--- src/gpio_led_map.svh ---
// Constants for the three multipurpose indicator/GPIO pins.
// Assumes a 100 MHz core clock; included by the package and the modules.
`ifndef GPIO_LED_MAP_SVH
`define GPIO_LED_MAP_SVH

`define PIN_COUNT        3
`define CLK_PERIOD_NS    10
`define BLINK_TIME_MS    80
// Cycles for 80 ms at the core clock rate
`define BLINK_CYCLES     ((`BLINK_TIME_MS * 1000000) / `CLK_PERIOD_NS)
`define BLINK_CNT_W      24
`define SPEED_PIN        0
`define LINK_PIN         1
`define DUPLEX_PIN       2
`define MODE_INPUT       2'h0
`define MODE_PUSH_PULL   2'h1
`define MODE_OPEN_DRAIN  2'h2
`define MODE_LED         2'h3

`endif

--- src/gpio_led_pkg.sv ---
// Types for the multipurpose pin block.
// Assumes gpio_led_map.svh is on the include path.
`include "gpio_led_map.svh"

package gpio_led_pkg;

	typedef logic [1:0] pin_mode_t;

	// One-hot states of the activity blink sequencer
	typedef enum logic [2:0] {
		BLINK_IDLE = 3'b001,
		BLINK_HIGH = 3'b010,
		BLINK_LOW  = 3'b100
	} blink_state_t;

endpackage : gpio_led_pkg

--- src/gpio_led_indicator_pins.sv ---
// Three multipurpose pins: GPIO or speed, link/activity, duplex LEDs.
// Assumes link status inputs come from the MAC/PHY on sys_clk.
`timescale 1ns/1ps
`include "gpio_led_map.svh"

// Overview of operation
// - each of three pins is push-pull output, open-drain output, input or LED
// - in LED mode a pin sinks low to light, releases otherwise
// - speed LED low at 100Mb; high during negotiation, no cable, 10Mb
// - link/activity LED low while link valid and no blink running
// - activity with link up drives link/activity LED high for 80 ms
// - after each blink, LED stays low 80 ms; repeats only on new activity
// - duplex LED low during full-duplex link, released high otherwise
module gpio_led_indicator_pins
	import gpio_led_pkg::*;
(
	input  wire logic                   sys_clk,
	input  wire logic                   rst_n,
	input  wire logic [`PIN_COUNT-1:0]  pinIn,
	output logic      [`PIN_COUNT-1:0]  pinOut,
	output logic      [`PIN_COUNT-1:0]  pinOutEn,
	input  wire pin_mode_t              pinMode [`PIN_COUNT],
	input  wire logic [`PIN_COUNT-1:0]  gpioDataOut,
	output logic      [`PIN_COUNT-1:0]  gpioDataIn,
	input  wire logic                   linkUp,
	input  wire logic                   speed100,
	input  wire logic                   autoNegBusy,
	input  wire logic                   fullDuplex,
	input  wire logic                   txActivity,
	input  wire logic                   rxActivity,
	output logic                        speed_led_n,
	output logic                        link_activity_led_n,
	output logic                        full_duplex_led_n
);

	localparam logic [`BLINK_CNT_W-1:0] BLINK_LAST =
		`BLINK_CNT_W'(`BLINK_CYCLES - 1);

	blink_state_t            state;
	blink_state_t            next_state;
	logic [`BLINK_CNT_W-1:0] count;
	logic [`BLINK_CNT_W-1:0] next_count;
	logic                    pending;
	logic                    next_pending;
	logic                    next_speed;
	logic                    next_link;
	logic                    next_duplex;
	logic                    activity;
	logic [`PIN_COUNT-1:0]   ledLevel;

	assign activity = txActivity | rxActivity;

	// ---------------------------------------------------------------
	// Activity blink sequencer
	// ---------------------------------------------------------------
	always_comb begin
		next_state   = state;
		next_count   = count;
		// Activity seen during a blink is held for the next one
		next_pending = pending | (activity & linkUp);
		case (state)
			BLINK_IDLE: begin
				next_count = '0;
				if (linkUp && next_pending) begin
					next_state   = BLINK_HIGH;
					next_pending = 1'b0;
				end
			end
			BLINK_HIGH: begin
				next_count = count + 1'b1;
				if (count == BLINK_LAST) begin
					next_state = BLINK_LOW;
					next_count = '0;
				end
			end
			BLINK_LOW: begin
				next_count = count + 1'b1;
				if (count == BLINK_LAST) begin
					next_state = BLINK_IDLE;
					next_count = '0;
				end
			end
			default: begin
				next_state = BLINK_IDLE;
				next_count = '0;
			end
		endcase
		// Link loss aborts any blink
		if (!linkUp) begin
			next_state   = BLINK_IDLE;
			next_count   = '0;
			next_pending = 1'b0;
		end
	end

	// ---------------------------------------------------------------
	// Indicator levels
	// ---------------------------------------------------------------
	always_comb begin
		next_speed  = ~(linkUp & speed100 & ~autoNegBusy);
		next_link   = ~linkUp | (next_state == BLINK_HIGH);
		next_duplex = ~(linkUp & fullDuplex);
	end

	always_ff @(posedge sys_clk) begin
		if (!rst_n) begin
			state               <= BLINK_IDLE;
			count               <= '0;
			pending             <= 1'b0;
			speed_led_n         <= 1'b1;
			link_activity_led_n <= 1'b1;
			full_duplex_led_n   <= 1'b1;
		end else begin
			state               <= next_state;
			count               <= next_count;
			pending             <= next_pending;
			speed_led_n         <= next_speed;
			link_activity_led_n <= next_link;
			full_duplex_led_n   <= next_duplex;
		end
	end

	assign ledLevel[`SPEED_PIN]  = speed_led_n;
	assign ledLevel[`LINK_PIN]   = link_activity_led_n;
	assign ledLevel[`DUPLEX_PIN] = full_duplex_led_n;

	// ---------------------------------------------------------------
	// Pin drivers
	// ---------------------------------------------------------------
	genvar i;
	generate
		for (i = 0; i < `PIN_COUNT; i++) begin : g_pin
			pin_driver u_pin (
				.sys_clk  (sys_clk),
				.rst_n    (rst_n),
				.mode     (pinMode[i]),
				.dataOut  (gpioDataOut[i]),
				.ledLevel (ledLevel[i]),
				.pinIn    (pinIn[i]),
				.pinOut   (pinOut[i]),
				.pinOutEn (pinOutEn[i]),
				.dataIn   (gpioDataIn[i])
			);
		end
	endgenerate

	// ---------------------------------------------------------------
	// Assertions
	// ---------------------------------------------------------------
	// Gap counter runs from the end of the last high phase
	int unsigned highRun;
	int unsigned lowRun;
	logic        wasHigh;
	logic        afterBlink;
	always_ff @(posedge sys_clk) begin
		if (!rst_n) begin
			highRun    <= 0;
			lowRun     <= 0;
			wasHigh    <= 1'b0;
			afterBlink <= 1'b0;
		end else begin
			highRun    <= (state == BLINK_HIGH) ? highRun + 1 : 0;
			lowRun     <= (state == BLINK_HIGH) ? 0 : lowRun + 1;
			wasHigh    <= (state == BLINK_HIGH);
			// Link loss restarts the sequence, so no gap is owed
			afterBlink <= linkUp & (afterBlink | (state == BLINK_HIGH));
		end
	end

	property p_speed;
		@(posedge sys_clk) disable iff (!rst_n)
		(linkUp && speed100 && !autoNegBusy) |=> !speed_led_n;
	endproperty
	a_speed: assert property (p_speed) else $error("speed led");

	property p_speed_off;
		@(posedge sys_clk) disable iff (!rst_n)
		(!speed100 || autoNegBusy || !linkUp) |=> speed_led_n;
	endproperty
	a_speed_off: assert property (p_speed_off)
		else $error("speed led not off");

	property p_link_solid;
		@(posedge sys_clk) disable iff (!rst_n)
		(linkUp && state == BLINK_IDLE && !pending && !activity)
		|=> !link_activity_led_n;
	endproperty
	a_link_solid: assert property (p_link_solid)
		else $error("link led not lit");

	property p_blink_start;
		@(posedge sys_clk) disable iff (!rst_n)
		(linkUp && activity && state == BLINK_IDLE) ##1 linkUp
		|-> link_activity_led_n;
	endproperty
	a_blink_start: assert property (p_blink_start)
		else $error("blink did not start");

	property p_high_len;
		@(posedge sys_clk) disable iff (!rst_n)
		highRun <= `BLINK_CYCLES;
	endproperty
	a_high_len: assert property (p_high_len)
		else $error("blink high too long");

	property p_low_min;
		@(posedge sys_clk) disable iff (!rst_n)
		(state == BLINK_LOW && linkUp) |-> !link_activity_led_n;
	endproperty
	a_low_min: assert property (p_low_min)
		else $error("blink low gap broken");

	property p_high_exact;
		@(posedge sys_clk) disable iff (!rst_n)
		(wasHigh && state == BLINK_LOW) |-> (highRun == `BLINK_CYCLES);
	endproperty
	a_high_exact: assert property (p_high_exact)
		else $error("blink high length wrong");

	property p_gap;
		@(posedge sys_clk) disable iff (!rst_n)
		(state == BLINK_HIGH && !wasHigh && afterBlink)
		|-> (lowRun >= `BLINK_CYCLES);
	endproperty
	a_gap: assert property (p_gap)
		else $error("blink gap too short");

	property p_duplex;
		@(posedge sys_clk) disable iff (!rst_n)
		(linkUp && fullDuplex) |=> !full_duplex_led_n;
	endproperty
	a_duplex: assert property (p_duplex) else $error("duplex led");

	property p_led_od;
		@(posedge sys_clk) disable iff (!rst_n)
		(pinMode[`LINK_PIN] == `MODE_LED) ##1
		(pinMode[`LINK_PIN] == `MODE_LED)
		|-> (pinOut[`LINK_PIN] == 1'b0 &&
		     pinOutEn[`LINK_PIN] == !$past(link_activity_led_n));
	endproperty
	a_led_od: assert property (p_led_od)
		else $error("led pin not open drain");

	property p_gpo;
		@(posedge sys_clk) disable iff (!rst_n)
		(pinMode[0] == `MODE_PUSH_PULL) |=>
		(pinOutEn[0] && pinOut[0] == $past(gpioDataOut[0]));
	endproperty
	a_gpo: assert property (p_gpo)
		else $error("push-pull output wrong");

	c_blink: cover property (@(posedge sys_clk) disable iff (!rst_n)
		state == BLINK_HIGH ##1 state == BLINK_LOW);
	c_repeat: cover property (@(posedge sys_clk) disable iff (!rst_n)
		state == BLINK_LOW ##1 state == BLINK_IDLE ##1 state == BLINK_HIGH);
	c_full: cover property (@(posedge sys_clk) disable iff (!rst_n)
		!speed_led_n && !full_duplex_led_n);

endmodule : gpio_led_indicator_pins

--- src/pin_driver.sv ---
// One multipurpose pin: mode select, output drive and input sampling.
// Assumes the pad resolves level from out and outEn, high enable drives.
`timescale 1ns/1ps
`include "gpio_led_map.svh"

module pin_driver
	import gpio_led_pkg::*;
(
	input  wire logic      sys_clk,
	input  wire logic      rst_n,
	input  wire pin_mode_t mode,
	input  wire logic      dataOut,
	input  wire logic      ledLevel,
	input  wire logic      pinIn,
	output logic           pinOut,
	output logic           pinOutEn,
	output logic           dataIn
);

	logic syncA;
	logic syncB;
	logic next_pinOut;
	logic next_pinOutEn;

	// ---------------------------------------------------------------
	// Drive selection
	// ---------------------------------------------------------------
	always_comb begin
		next_pinOut   = 1'b0;
		next_pinOutEn = 1'b0;
		case (mode)
			`MODE_PUSH_PULL: begin
				next_pinOut   = dataOut;
				next_pinOutEn = 1'b1;
			end
			`MODE_OPEN_DRAIN: begin
				next_pinOutEn = ~dataOut;
			end
			`MODE_LED: begin
				// Sink only to light; released otherwise
				next_pinOutEn = ~ledLevel;
			end
			default: begin
				next_pinOutEn = 1'b0;
			end
		endcase
	end

	always_ff @(posedge sys_clk) begin
		if (!rst_n) begin
			pinOut   <= 1'b0;
			pinOutEn <= 1'b0;
			syncA    <= 1'b0;
			syncB    <= 1'b0;
			dataIn   <= 1'b0;
		end else begin
			pinOut   <= next_pinOut;
			pinOutEn <= next_pinOutEn;
			syncA    <= pinIn;
			syncB    <= syncA;
			dataIn   <= syncB;
		end
	end

endmodule : pin_driver
--- config.mk ---
export PLATFORM = sky130hd
export DESIGN_NAME = gpio_led_indicator_pins
export DESIGN_NICKNAME = d
export VERILOG_FILES = /design/src/gpio_led_pkg.sv /design/src/gpio_led_indicator_pins.sv /design/src/pin_driver.sv
export VERILOG_INCLUDE_DIRS = /design/src
export SDC_FILE = /design/constraint.sdc
export NUM_CORES = 1
export LEC_CHECK = 0
export ABC_AREA = 0
export BUFFER_PORTS_ARGS = -buffer_cell sky130_fd_sc_hd__buf_2
export CORE_MARGIN = 2
export CORE_UTILIZATION = 54
export DETAILED_ROUTE_END_ITERATION = 10
export PLACE_DENSITY = 0.77
export SYNTH_ARGS = -nofsm -noshare
export SYNTH_HDL_FRONTEND = slang
export SYNTH_SLANG_ARGS = --single-unit
export TNS_END_PERCENT = 20
--- constraint.sdc ---
create_clock -name sys_clk -period 2.3 [get_ports sys_clk]
set_clock_uncertainty 0.1 [all_clocks]
set_input_delay 0 -clock sys_clk [delete_from_list [all_inputs] [get_ports sys_clk]]
set_output_delay 0 -clock sys_clk [all_outputs]
set_load 0.02 [all_outputs]
==> results of run 1 <==
placed cells by master (no fill, tap or decap), types with 2 or more instances in the layout:
master         instances
clkbuf_4               5
and4b_1                3
nand2_1                9
nand4_1                6
buf_4                  6
dlygate4sd3_1         30
buf_2                 31
nor4_1                 2
and4_1                 3
nor3b_1                3
xnor2_1                9
xor2_1                 3
a22oi_1                3
inv_1                  7
o31ai_1                5
o21ai_0                8
a21oi_1               10
or4_1                  6
and2_1                 9
nor3_1                 4
dfxtp_1               45
nand3_1               11
nor2_1                21
nor2b_1                4
or3_1                  6
tightest hold or removal path, delay by kind of cell:
kind                   cells  cell delay (ps)
AND/OR/NAND/NOR            2              270
buffers and inverters      1               80
AO/OA/AOI/OAI              1              160
sequential cells by signal (all words and copies together) (netlist names):
register and cells:
count 24, full_duplex_led_n 1, g_pin.u_pin.dataIn 3, g_pin.u_pin.pinOut 3, g_pin.u_pin.pinOutEn 3, g_pin.u_pin.syncA 3, g_pin.u_pin.syncB 3, link_activity_led_n 1
pending 1, speed_led_n 1, state 3
path summary, 6_finish.rpt:
check,end,startpoint,cells after the start
setup / recovery,link_activity_led_n,count[1],7
hold / removal,state[1],txActivity,4
setup reg to reg,link_activity_led_n,count[1],7
hold reg to reg,count[0],count[0],1
where the power goes:
group          total (W)  switching, W  internal, W
Sequential      0.000820    0.00000717     0.000812
Clock           0.000488      0.000258     0.000229
Combinational   0.000114     0.0000473    0.0000665
Total            0.00142      0.000313      0.00111
layer usage:
layer | share of wire | vias to the layer above
met5 | 0 | -
li1 | - | 857
met3 | 0.039 | 10
met4 | 0.028 | 0
met1 | 0.43 | 785
met2 | 0.50 | 34
cells by family (layout without fill, tap and decap cells):
kind of cell	Yosys count	after routing	share of synthesized area
compound gates	32	32	0.103
xor+xnor	12	12	0.0550
fa+ha+maj	1	1	0.00655
buf+inv	23	82	0.0642
flops	46	46	0.482
other cells	0	1	0
simple gates	96	96	0.289
per-stage QoR:
| stage | utilization | worst slack (ps) | std cells | instance area (µm²) |
|---|---|---|---|---|
| after floorplan | - | 254 | 210 | 1910 |
| after global placement | 0.616 | 171 | 277 | 2070 |
| after detailed placement | 0.616 | 109 | 277 | 2070 |
| after CTS | 0.729 | 28.7 | 315 | 2450 |
| after global routing | 0.734 | 2.01 | 316 | 2470 |
| final | 0.734 | 96.1 | 316 | 2470 |
repair_timing:
item,in CTS,in global routing
gates resized for setup,0,5
hold buffers,30,0
hold endpoints to repair,22,0
setup buffers,0,0
endpoints found under the setup margin,0,3
cell type report:
cell class              count  area, µm²
clock buffers               6       41.3
diodes                      1       2.50
multi-input cells         141        881
well taps                  46       57.6
flip-flops and latches     46        922
repair buffers             67        500
clock inverters             2       37.5
fillers                   270        895
inverters                   7       26.3
==> summary.txt, run 1 <==
Yosys
  • Post-synth EDFFs: 0
  • Distinct cells, synth: 39
  • Seq cells post-synth: 46
  • Count leader, synth: dfxtp_1
  • Mapped Area: approximately 1900 µm²
  • Mapped Cells: 210
  • Synth area leaders: dfxtp_1, nor2_1, xnor2_1, buf_4, and2_1
  • Most used DFF post-synth: dfxtp_1
  • Synthesized area per cell: between 9 and 10 µm²
  • Post-Syn Nets: 231
  • Dominant cell type by area after synthesis: dfxtp_1
  • Post-synthesis sequential area ratio: 0.482
  • Top cell type's share of synthesized area: 0.482
  • Async set-reset flop share out of synthesis: 0
  • YS warnings: 0
  • Most instantiated cells after synthesis: dfxtp_1, nor2_1, nand3_1

Critical path
  • Worst-path cell chain: ha_2 -> and3_2 -> nand4_1 -> buf_4 -> o2111ai_1 -> nand4_1 -> dlygate4sd3_1
  • CP max-delay cell: dlygate4sd3_1
  • Crit Path Class: reg -> reg
  • Worst path bufs/invs: 2
  • Most common cell on crit path: nand4_1
  • Critical Path End Type: flop
  • Crit path largest cell delay: between 500 and 600 ps
  • CP Data Required Time: about 2500 ps
  • Startpoint types: flop
  • Crit Path Max Fanout: 6
  • Cell family with most CP delay: buffers and inverters
  • Flop2flop setup slack: 100 ps
  • WP data arrival: between 2000 and 2500 ps

Global routing
  • Grt total ovfl: 0
  • Met2 usage: 0.386
  • GRT Overall Usage: 0.222
  • Most used routing layer: met2
  • Vias in the first global route: approximately 1,600
  • Initial antenna violation count: 1
  • Largest net degree at the start of global routing: 24
  • First-pass GRT wire length: roughly 6900 µm
  • Met1 usage: 0.244
  • GR Util met3: 0.0643

Flow run
  • Max-cap viol count: 0

STA
  • Tcrit/Tclk final: 0.958
  • Setup tns final: 0 ps
  • Max Fclk: about 450 MHz
  • Fin. Hold Viols: 0
  • Worst Max-Slew Pin Slew: ~320 ps
  • Slew Limit Fails: 0
  • Setup violators final: 0
  • RSZ-0062 raised after global routing: false
  • Slew headroom: 0.785
  • Final min period: roughly 2200 ps
  • Worst hold slack: slightly below 80 ps

Finish
  • Area growth from synthesis to layout: 29.2%
  • Net count, final: about 290
  • Layout cells sized above 1: 0.193

Placed design
  • Routability-driven placement congestion ratio: 0.784
  • IO Port Bufs: 31
  • Dpl hpwl: approximately 2300 µm

Route
  • Vias: ~1,700
  • Antenna Nets Post-Route: 0
  • Initial DRC count: 75
  • Post-Route WL: roughly 4000 µm
  • TritonRoute pass-1 iters: 4
  • Avg WL per Cell: between 10 and 15 µm
  • Via density: ~5.3
  • Number of remaining DRC errors: 0

CTS
  • Bufs on Longest Clock Path: 2
  • Worst-Skew Late Latency: roughly 370 ps
  • CTS tree: yes
  • CTS Buf Count: 5
  • Clk root buf: clkbuf_4
  • Clock slew at reported path FFs: between 100 and 150 ps
  • CTS H-tree lvls: 2
  • # clock sinks: 46

Floorplan
  • Die ar.: ~4000 µm²
  • # rows: 21
  • Initial Util: 0.568
  • Die H: ~63 µm
  • # IOs: 32
  • Overall die width: 63.5 µm
  • Core ar.: approximately 3400 µm²

Worst hold path
  • Hold Crit Class: in -> reg

Power and ir drop
  • LEAKAGE: between 0.8 and 0.9 nW
  • Max VDD drop: ~430 µV
  • PwrDens: 576 nW/µm²
  • Final Power: approximately 0.0014 W

Outcome
  • Status: finished, final reports clean
No activity file was read; power rests on OpenSTA's default activity.
==> inputs of run 2 (changes only) <==
==> constraint.sdc (replaced) <==
create_clock -name sys_clk -period 2.2 [get_ports sys_clk]
set_clock_uncertainty 0.1 [all_clocks]
set_input_delay 0 -clock sys_clk [delete_from_list [all_inputs] [get_ports sys_clk]]
set_output_delay 0 -clock sys_clk [all_outputs]
set_load 0.02 [all_outputs]
==> run 2 against run 1 <==
Count of clock-buffer cells in the layout unchanged. Cell count increased by 0.95%. Clock power decreased by 13%. Largest power group unchanged. Global-route usage increased by 0.97 points. Largest cell class unchanged.
==> summary.txt, run 2 (same netlist as run 1, synthesis figures left out) <==
Power and ir drop
  • Final Power: about 0.0014 W
  • Max VDD drop: ~340 µV
  • PwrDens: 566 nW/µm²
  • LEAKAGE: a little over 0.9 nW

Placed design
  • Cells after DPL: roughly 280
  • Routability-driven placement congestion ratio: between 0.8 and 0.9
  • Dpl hpwl: around 2300 µm
  • IO Port Bufs: 31
  • DP Area: 2100 µm²

Finish
  • Fill cell count: 252
  • Largest Register: count
  • Commonest non-fill, non-tap cell in the layout: dfxtp_1
  • Net count, final: 293
  • Largest register FFs: 24
  • Final core occ: 0.736
  • Most frequent cells in the layout: dfxtp_1, buf_2, dlygate4sd3_1
  • Non-Filler Instances: ~320
  • Antenna fix cells: 0
  • Final Cell Area: ~2500 µm²
  • Layout cells sized above 1: 0.201
  • Area growth from synthesis to layout: 29.6%

Global routing
  • Initial antenna violation count: 0
  • Largest net degree at the start of global routing: 24
  • First-pass GRT wire length: around 7300 µm
  • Vias in the first global route: roughly 1,600
  • Grt total ovfl: 0
  • GRT Overall Usage: 0.232

Floorplan
  • Initial Util: 0.568
  • # rows: 21
  • Die ar.: 4030 µm²
  • Overall die width: ~63 µm
  • # IOs: 32
  • Core ar.: approximately 3400 µm²
  • Die H: approximately 63 µm

STA
  • Setup violators final: 0
  • Fin. Hold Viols: 0
  • RSZ-0062 raised after global routing: false
  • Final min period: roughly 2000 ps
  • Slew headroom: 0.758
  • Worst Max-Slew Pin Slew: roughly 360 ps
  • Slew Limit Fails: 0
  • Max Fclk: just under 500 MHz
  • Tcrit/Tclk final: 0.930
  • Setup tns final: 0 ps

Route
  • Post-Route WL: between 4000 and 5000 µm
  • Avg WL per Cell: 13.1 µm
  • Vias: ~1,700
  • Antenna Nets Post-Route: 0
  • TritonRoute pass-1 iters: 5
  • Via density: approximately 5.4
  • Number of remaining DRC errors: 0
  • Initial DRC count: 80

CTS
  • Clock slew at reported path FFs: around 130 ps
  • Worst-Skew Late Latency: between 300 and 400 ps
  • Clk root buf: clkbuf_4
  • Setup bufs post-CTS: 0
  • CTS Buf Count: 5
  • CTS tree: yes
  • Bufs on Longest Clock Path: 2
  • # clock sinks: 46
  • CTS H-tree lvls: 2

Critical path
  • Startpoint types: flop
  • WP data arrival: approximately 2200 ps
  • Cell family with most CP delay: simple AND/OR/NAND/NOR gates
  • Flop2flop setup slack: between 150 and 200 ps
  • CP max-delay cell: or4b_2
  • Critical Path End Type: flop
  • Crit Path Max Fanout: 4
  • Crit Path Class: reg -> reg
  • Worst-path cell chain: ha_2 -> and3_1 -> nand4_1 -> or4b_2 -> a211oi_1
  • Crit path largest cell delay: roughly 650 ps
  • Worst path bufs/invs: 0
  • CP Data Required Time: approximately 2400 ps

Worst hold path
  • Hold Crit Class: in -> reg

Outcome
  • Status: finished, final reports clean

Flow run
  • Max-cap viol count: 0
==> run 2: changes by cell type in the layout (fill, tap and decap cells not counted), sizes merged <==
cell,delta
diode,-1
bufinv,-1
clkinv,+1
buf,+4
==> run 2: cell type report <==
class / instances / area, µm² / share of cell area
Clock inverter: 2 / 12.5 / 0.00505
Timing Repair Buffer: 71 / 531 / 0.214
Sequential cell: 46 / 921 / 0.372
Inverter: 7 / 26.3 / 0.0106
Tap cell: 46 / 57.6 / 0.0232
Clock buffer: 6 / 51.3 / 0.0207
Multi-Input combinational cell: 141 / 877 / 0.354
==> run 2: worst paths after layout <==
path | from | end | cells after the start
worst max register to register | count[1] | state[2] | 5
worst max-delay path | count[1] | state[2] | 5
worst min register to register | g_pin[0].u_pin.syncB | g_pin[0].u_pin.dataIn | 1
worst min-delay path | rxActivity | state[0] | 4
==> run 2: layer usage <==
layer | track usage | share of wire | up-vias
met5 | 0 | 0 | -
met4 | 0.114 | 0.034 | 0
met3 | 0.0554 | 0.044 | 16
met2 | 0.393 | 0.50 | 45
met1 | 0.272 | 0.43 | 790
li1 | - | - | 865
==> run 2: report_power, final <==
part | internal, W | leakage [nW] | switching [W]
logic | 0.0000690 | 0.507 | 0.0000502
registers | 0.000849 | 0.374 | 0.00000782
clock network | 0.000154 | 0.0343 | 0.000270
total | 0.00107 | 0.915 | 0.000328
==> run 2: through the flow <==
| stage | hold slack (ps) | worst slack, ps |
|---|---|---|
| after global placement | 90.5 | 93.2 |
| final | 181 | 154 |
| after detailed placement | 93.6 | 31.3 |
| after CTS | 165 | 4.95 |
| after floorplan | -28.2 | 154 |
| after global routing | 223 | 15.0 |
==> run 2: what timing repair did <==
action,in CTS,in global routing
endpoints found under the hold margin,22,0
endpoints found under the setup margin,0,6
hold buffers,30,0
resized for setup,0,3
==> run 2: worst min-delay path, delay by kind of cell <==
family	cells	cell delay [ps]
AOI/OAI and AO/OA	2	420
and+or+nand+nor	1	120
buffers and inverters	1	70
==> inputs of run 3 (changes only) <==
--- a/config.mk
+++ b/config.mk
@@ -11,7 +11,7 @@
 export CORE_MARGIN = 2
 export CORE_UTILIZATION = 54
 export DETAILED_ROUTE_END_ITERATION = 10
-export PLACE_DENSITY = 0.77
+export PLACE_DENSITY = 0.79
 export SYNTH_ARGS = -nofsm -noshare
 export SYNTH_HDL_FRONTEND = slang
 export SYNTH_SLANG_ARGS = --single-unit
==> run 3 against run 2 <==
Cell count down 0.31%. Count of clock-buffer cells in the layout unchanged. Setup slack worse by 56 ps. Final area about the same. Critical path depth down 1. Combinational power about the same. Sequential share of layout area about the same. Global-route usage down 0.93 points. Maximum frequency down 2.7%. Power up 5.2%. Core utilization about the same. Sequential power about the same. Critical path type unchanged. Largest cell class unchanged.
==> summary.txt, run 3 (same netlist as run 1, synthesis figures left out) <==
Outcome
  • Status: finished, final reports clean

STA
  • Setup tns final: 0 ps
  • Slew Limit Fails: 0
  • Worst Max-Slew Pin Slew: a little under 400 ps
  • Tcrit/Tclk final: 0.955
  • Max Fclk: around 480 MHz
  • Final min period: roughly 2100 ps
  • Slew headroom: 0.735
  • Setup violators final: 0
  • Setup WS post-layout: between 90 and 100 ps
  • Fin. Hold Viols: 0
  • RSZ-0062 raised after global routing: false

Global routing
  • Grt total ovfl: 0
  • Initial antenna violation count: 0
  • Vias in the first global route: 1,607
  • First-pass GRT wire length: 6920 µm
  • GRT Overall Usage: 0.222
  • Largest net degree at the start of global routing: 24

Finish
  • Area growth from synthesis to layout: 29.7%
  • Final core occ: 0.737
  • Largest register FFs: 24
  • Largest Register: count
  • Antenna fix cells: 0
  • Layout cells sized above 1: 0.195
  • Most frequent cells in the layout: dfxtp_1, buf_2, dlygate4sd3_1
  • Net count, final: between 200 and 300
  • Commonest non-fill, non-tap cell in the layout: dfxtp_1

Floorplan
  • Overall die width: around 63 µm
  • # IOs: 32
  • Die H: 63.5 µm
  • Core ar.: around 3400 µm²
  • Initial Util: 0.568
  • Die ar.: just over 4000 µm²
  • # rows: 21

Critical path
  • Startpoint types: flop
  • Most common cell on crit path: or4_1
  • CP Data Required Time: around 2400 ps
  • Crit Path Max Fanout: 12
  • Critical Path End Type: flop
  • Cell family with most CP delay: simple AND/OR/NAND/NOR gates
  • CP max-delay cell: or4_1
  • Worst-path cell chain: nand3_2 -> or4_1 -> or4_1 -> a21oi_1
  • Worst path bufs/invs: 0
  • Crit path largest cell delay: 720 ps
  • WP data arrival: 2310 ps
  • Crit Path Class: reg -> reg

CTS
  • Setup bufs post-CTS: 0
  • Clk root buf: clkbuf_4
  • # clock sinks: 46
  • Bufs on Longest Clock Path: 2
  • CTS Buf Count: 5
  • Worst-Skew Late Latency: 360 ps
  • Clock slew at reported path FFs: 130 ps
  • CTS H-tree lvls: 2
  • CTS tree: yes

Placed design
  • Place WS: around 24 ps
  • Dpl hpwl: 2460 µm
  • Routability-driven placement congestion ratio: between 0.7 and 0.8
  • IO Port Bufs: 31

Power and ir drop
  • PwrDens: between 500 and 600 nW/µm²
  • Max VDD drop: about 480 µV
  • LEAKAGE: 0.911 nW
  • Final Power: between 0.001 and 0.0015 W

Route
  • Avg WL per Cell: about 13 µm
  • TritonRoute pass-1 iters: 5
  • Number of remaining DRC errors: 0
  • Post-Route WL: between 4000 and 5000 µm
  • Antenna Nets Post-Route: 0
  • Initial DRC count: 71
  • Via density: 5.34
  • Vias: between 1,500 and 2,000

Flow run
  • Max-cap viol count: 0

Worst hold path
  • Hold Crit Class: in -> reg
-- run 3: where the power goes --
part | leakage (nW) | internal, W | total, W | switching, W
Sequential | 0.374 | 0.000849 | 0.000856 | 0.00000699
Combinational | 0.499 | 0.0000683 | 0.000116 | 0.0000477
Clock | 0.0385 | 0.000240 | 0.000502 | 0.000262
Total | 0.911 | 0.00116 | 0.00147 | 0.000317
-- run 3: cell type report --
type / count / area (µm²)
Clock inverter: 2 / 37.5
Tap cell: 46 / 57.6
Sequential cell: 46 / 921
Fill cell: 257 / 886
Timing Repair Buffer: 70 / 520
Multi-Input combinational cell: 141 / 873
Inverter: 7 / 26.3
Clock buffer: 6 / 41.3
-- run 3: path summary, 6_finish.rpt --
path | start | end | slack (ps) | cells after the start
worst max register to register | count[4] | count[23] | 100 | 4
worst min-delay path | rxActivity | state[0] | 170 | 4
worst max-delay path | count[4] | count[23] | 100 | 4
worst min register to register | g_pin[2].u_pin.syncA | g_pin[2].u_pin.syncB | 350 | 1
-- run 3: metal layers --
metal / wire [µm] / global-route usage / share of wire / vias up
met5: 0 / 0 / 0 / -
met2: 2150 / 0.404 / 0.53 / 34
met3: 120 / 0.0643 / 0.030 / 11
met4: 106 / 0.0842 / 0.026 / 0
met1: 1680 / 0.242 / 0.41 / 793
li1: - / - / - / 861
-- run 3: worst min-delay path: cells and delay by family --
| kind | cells | cell delay [ps] |
|---|---|---|
| and+or+nand+nor | 1 | 110 |
| AOI/OAI and AO/OA | 2 | 420 |
| buffers and inverters | 1 | 70 |
-- run 3: per-stage QoR --
stage	hold slack [ps]	std cells	area (µm²)
4_1_cts	172	318	2470
3_5_place_dp	94.5	281	2100
3_3_place_gp	89.8	281	2100
6_report	173	318	2480
2_1_floorplan	-28.2	210	1910
5_1_grt	199	318	2480
-- run 3: repair_timing --
| item | in CTS | in global routing |
|---|---|---|
| gates cloned | 0 | 0 |
| gates resized for setup | 1 | 1 |
| endpoints found under the setup margin | 1 | 1 |
| hold buffers | 29 | 0 |
| hold endpoints to repair | 22 | 0 |
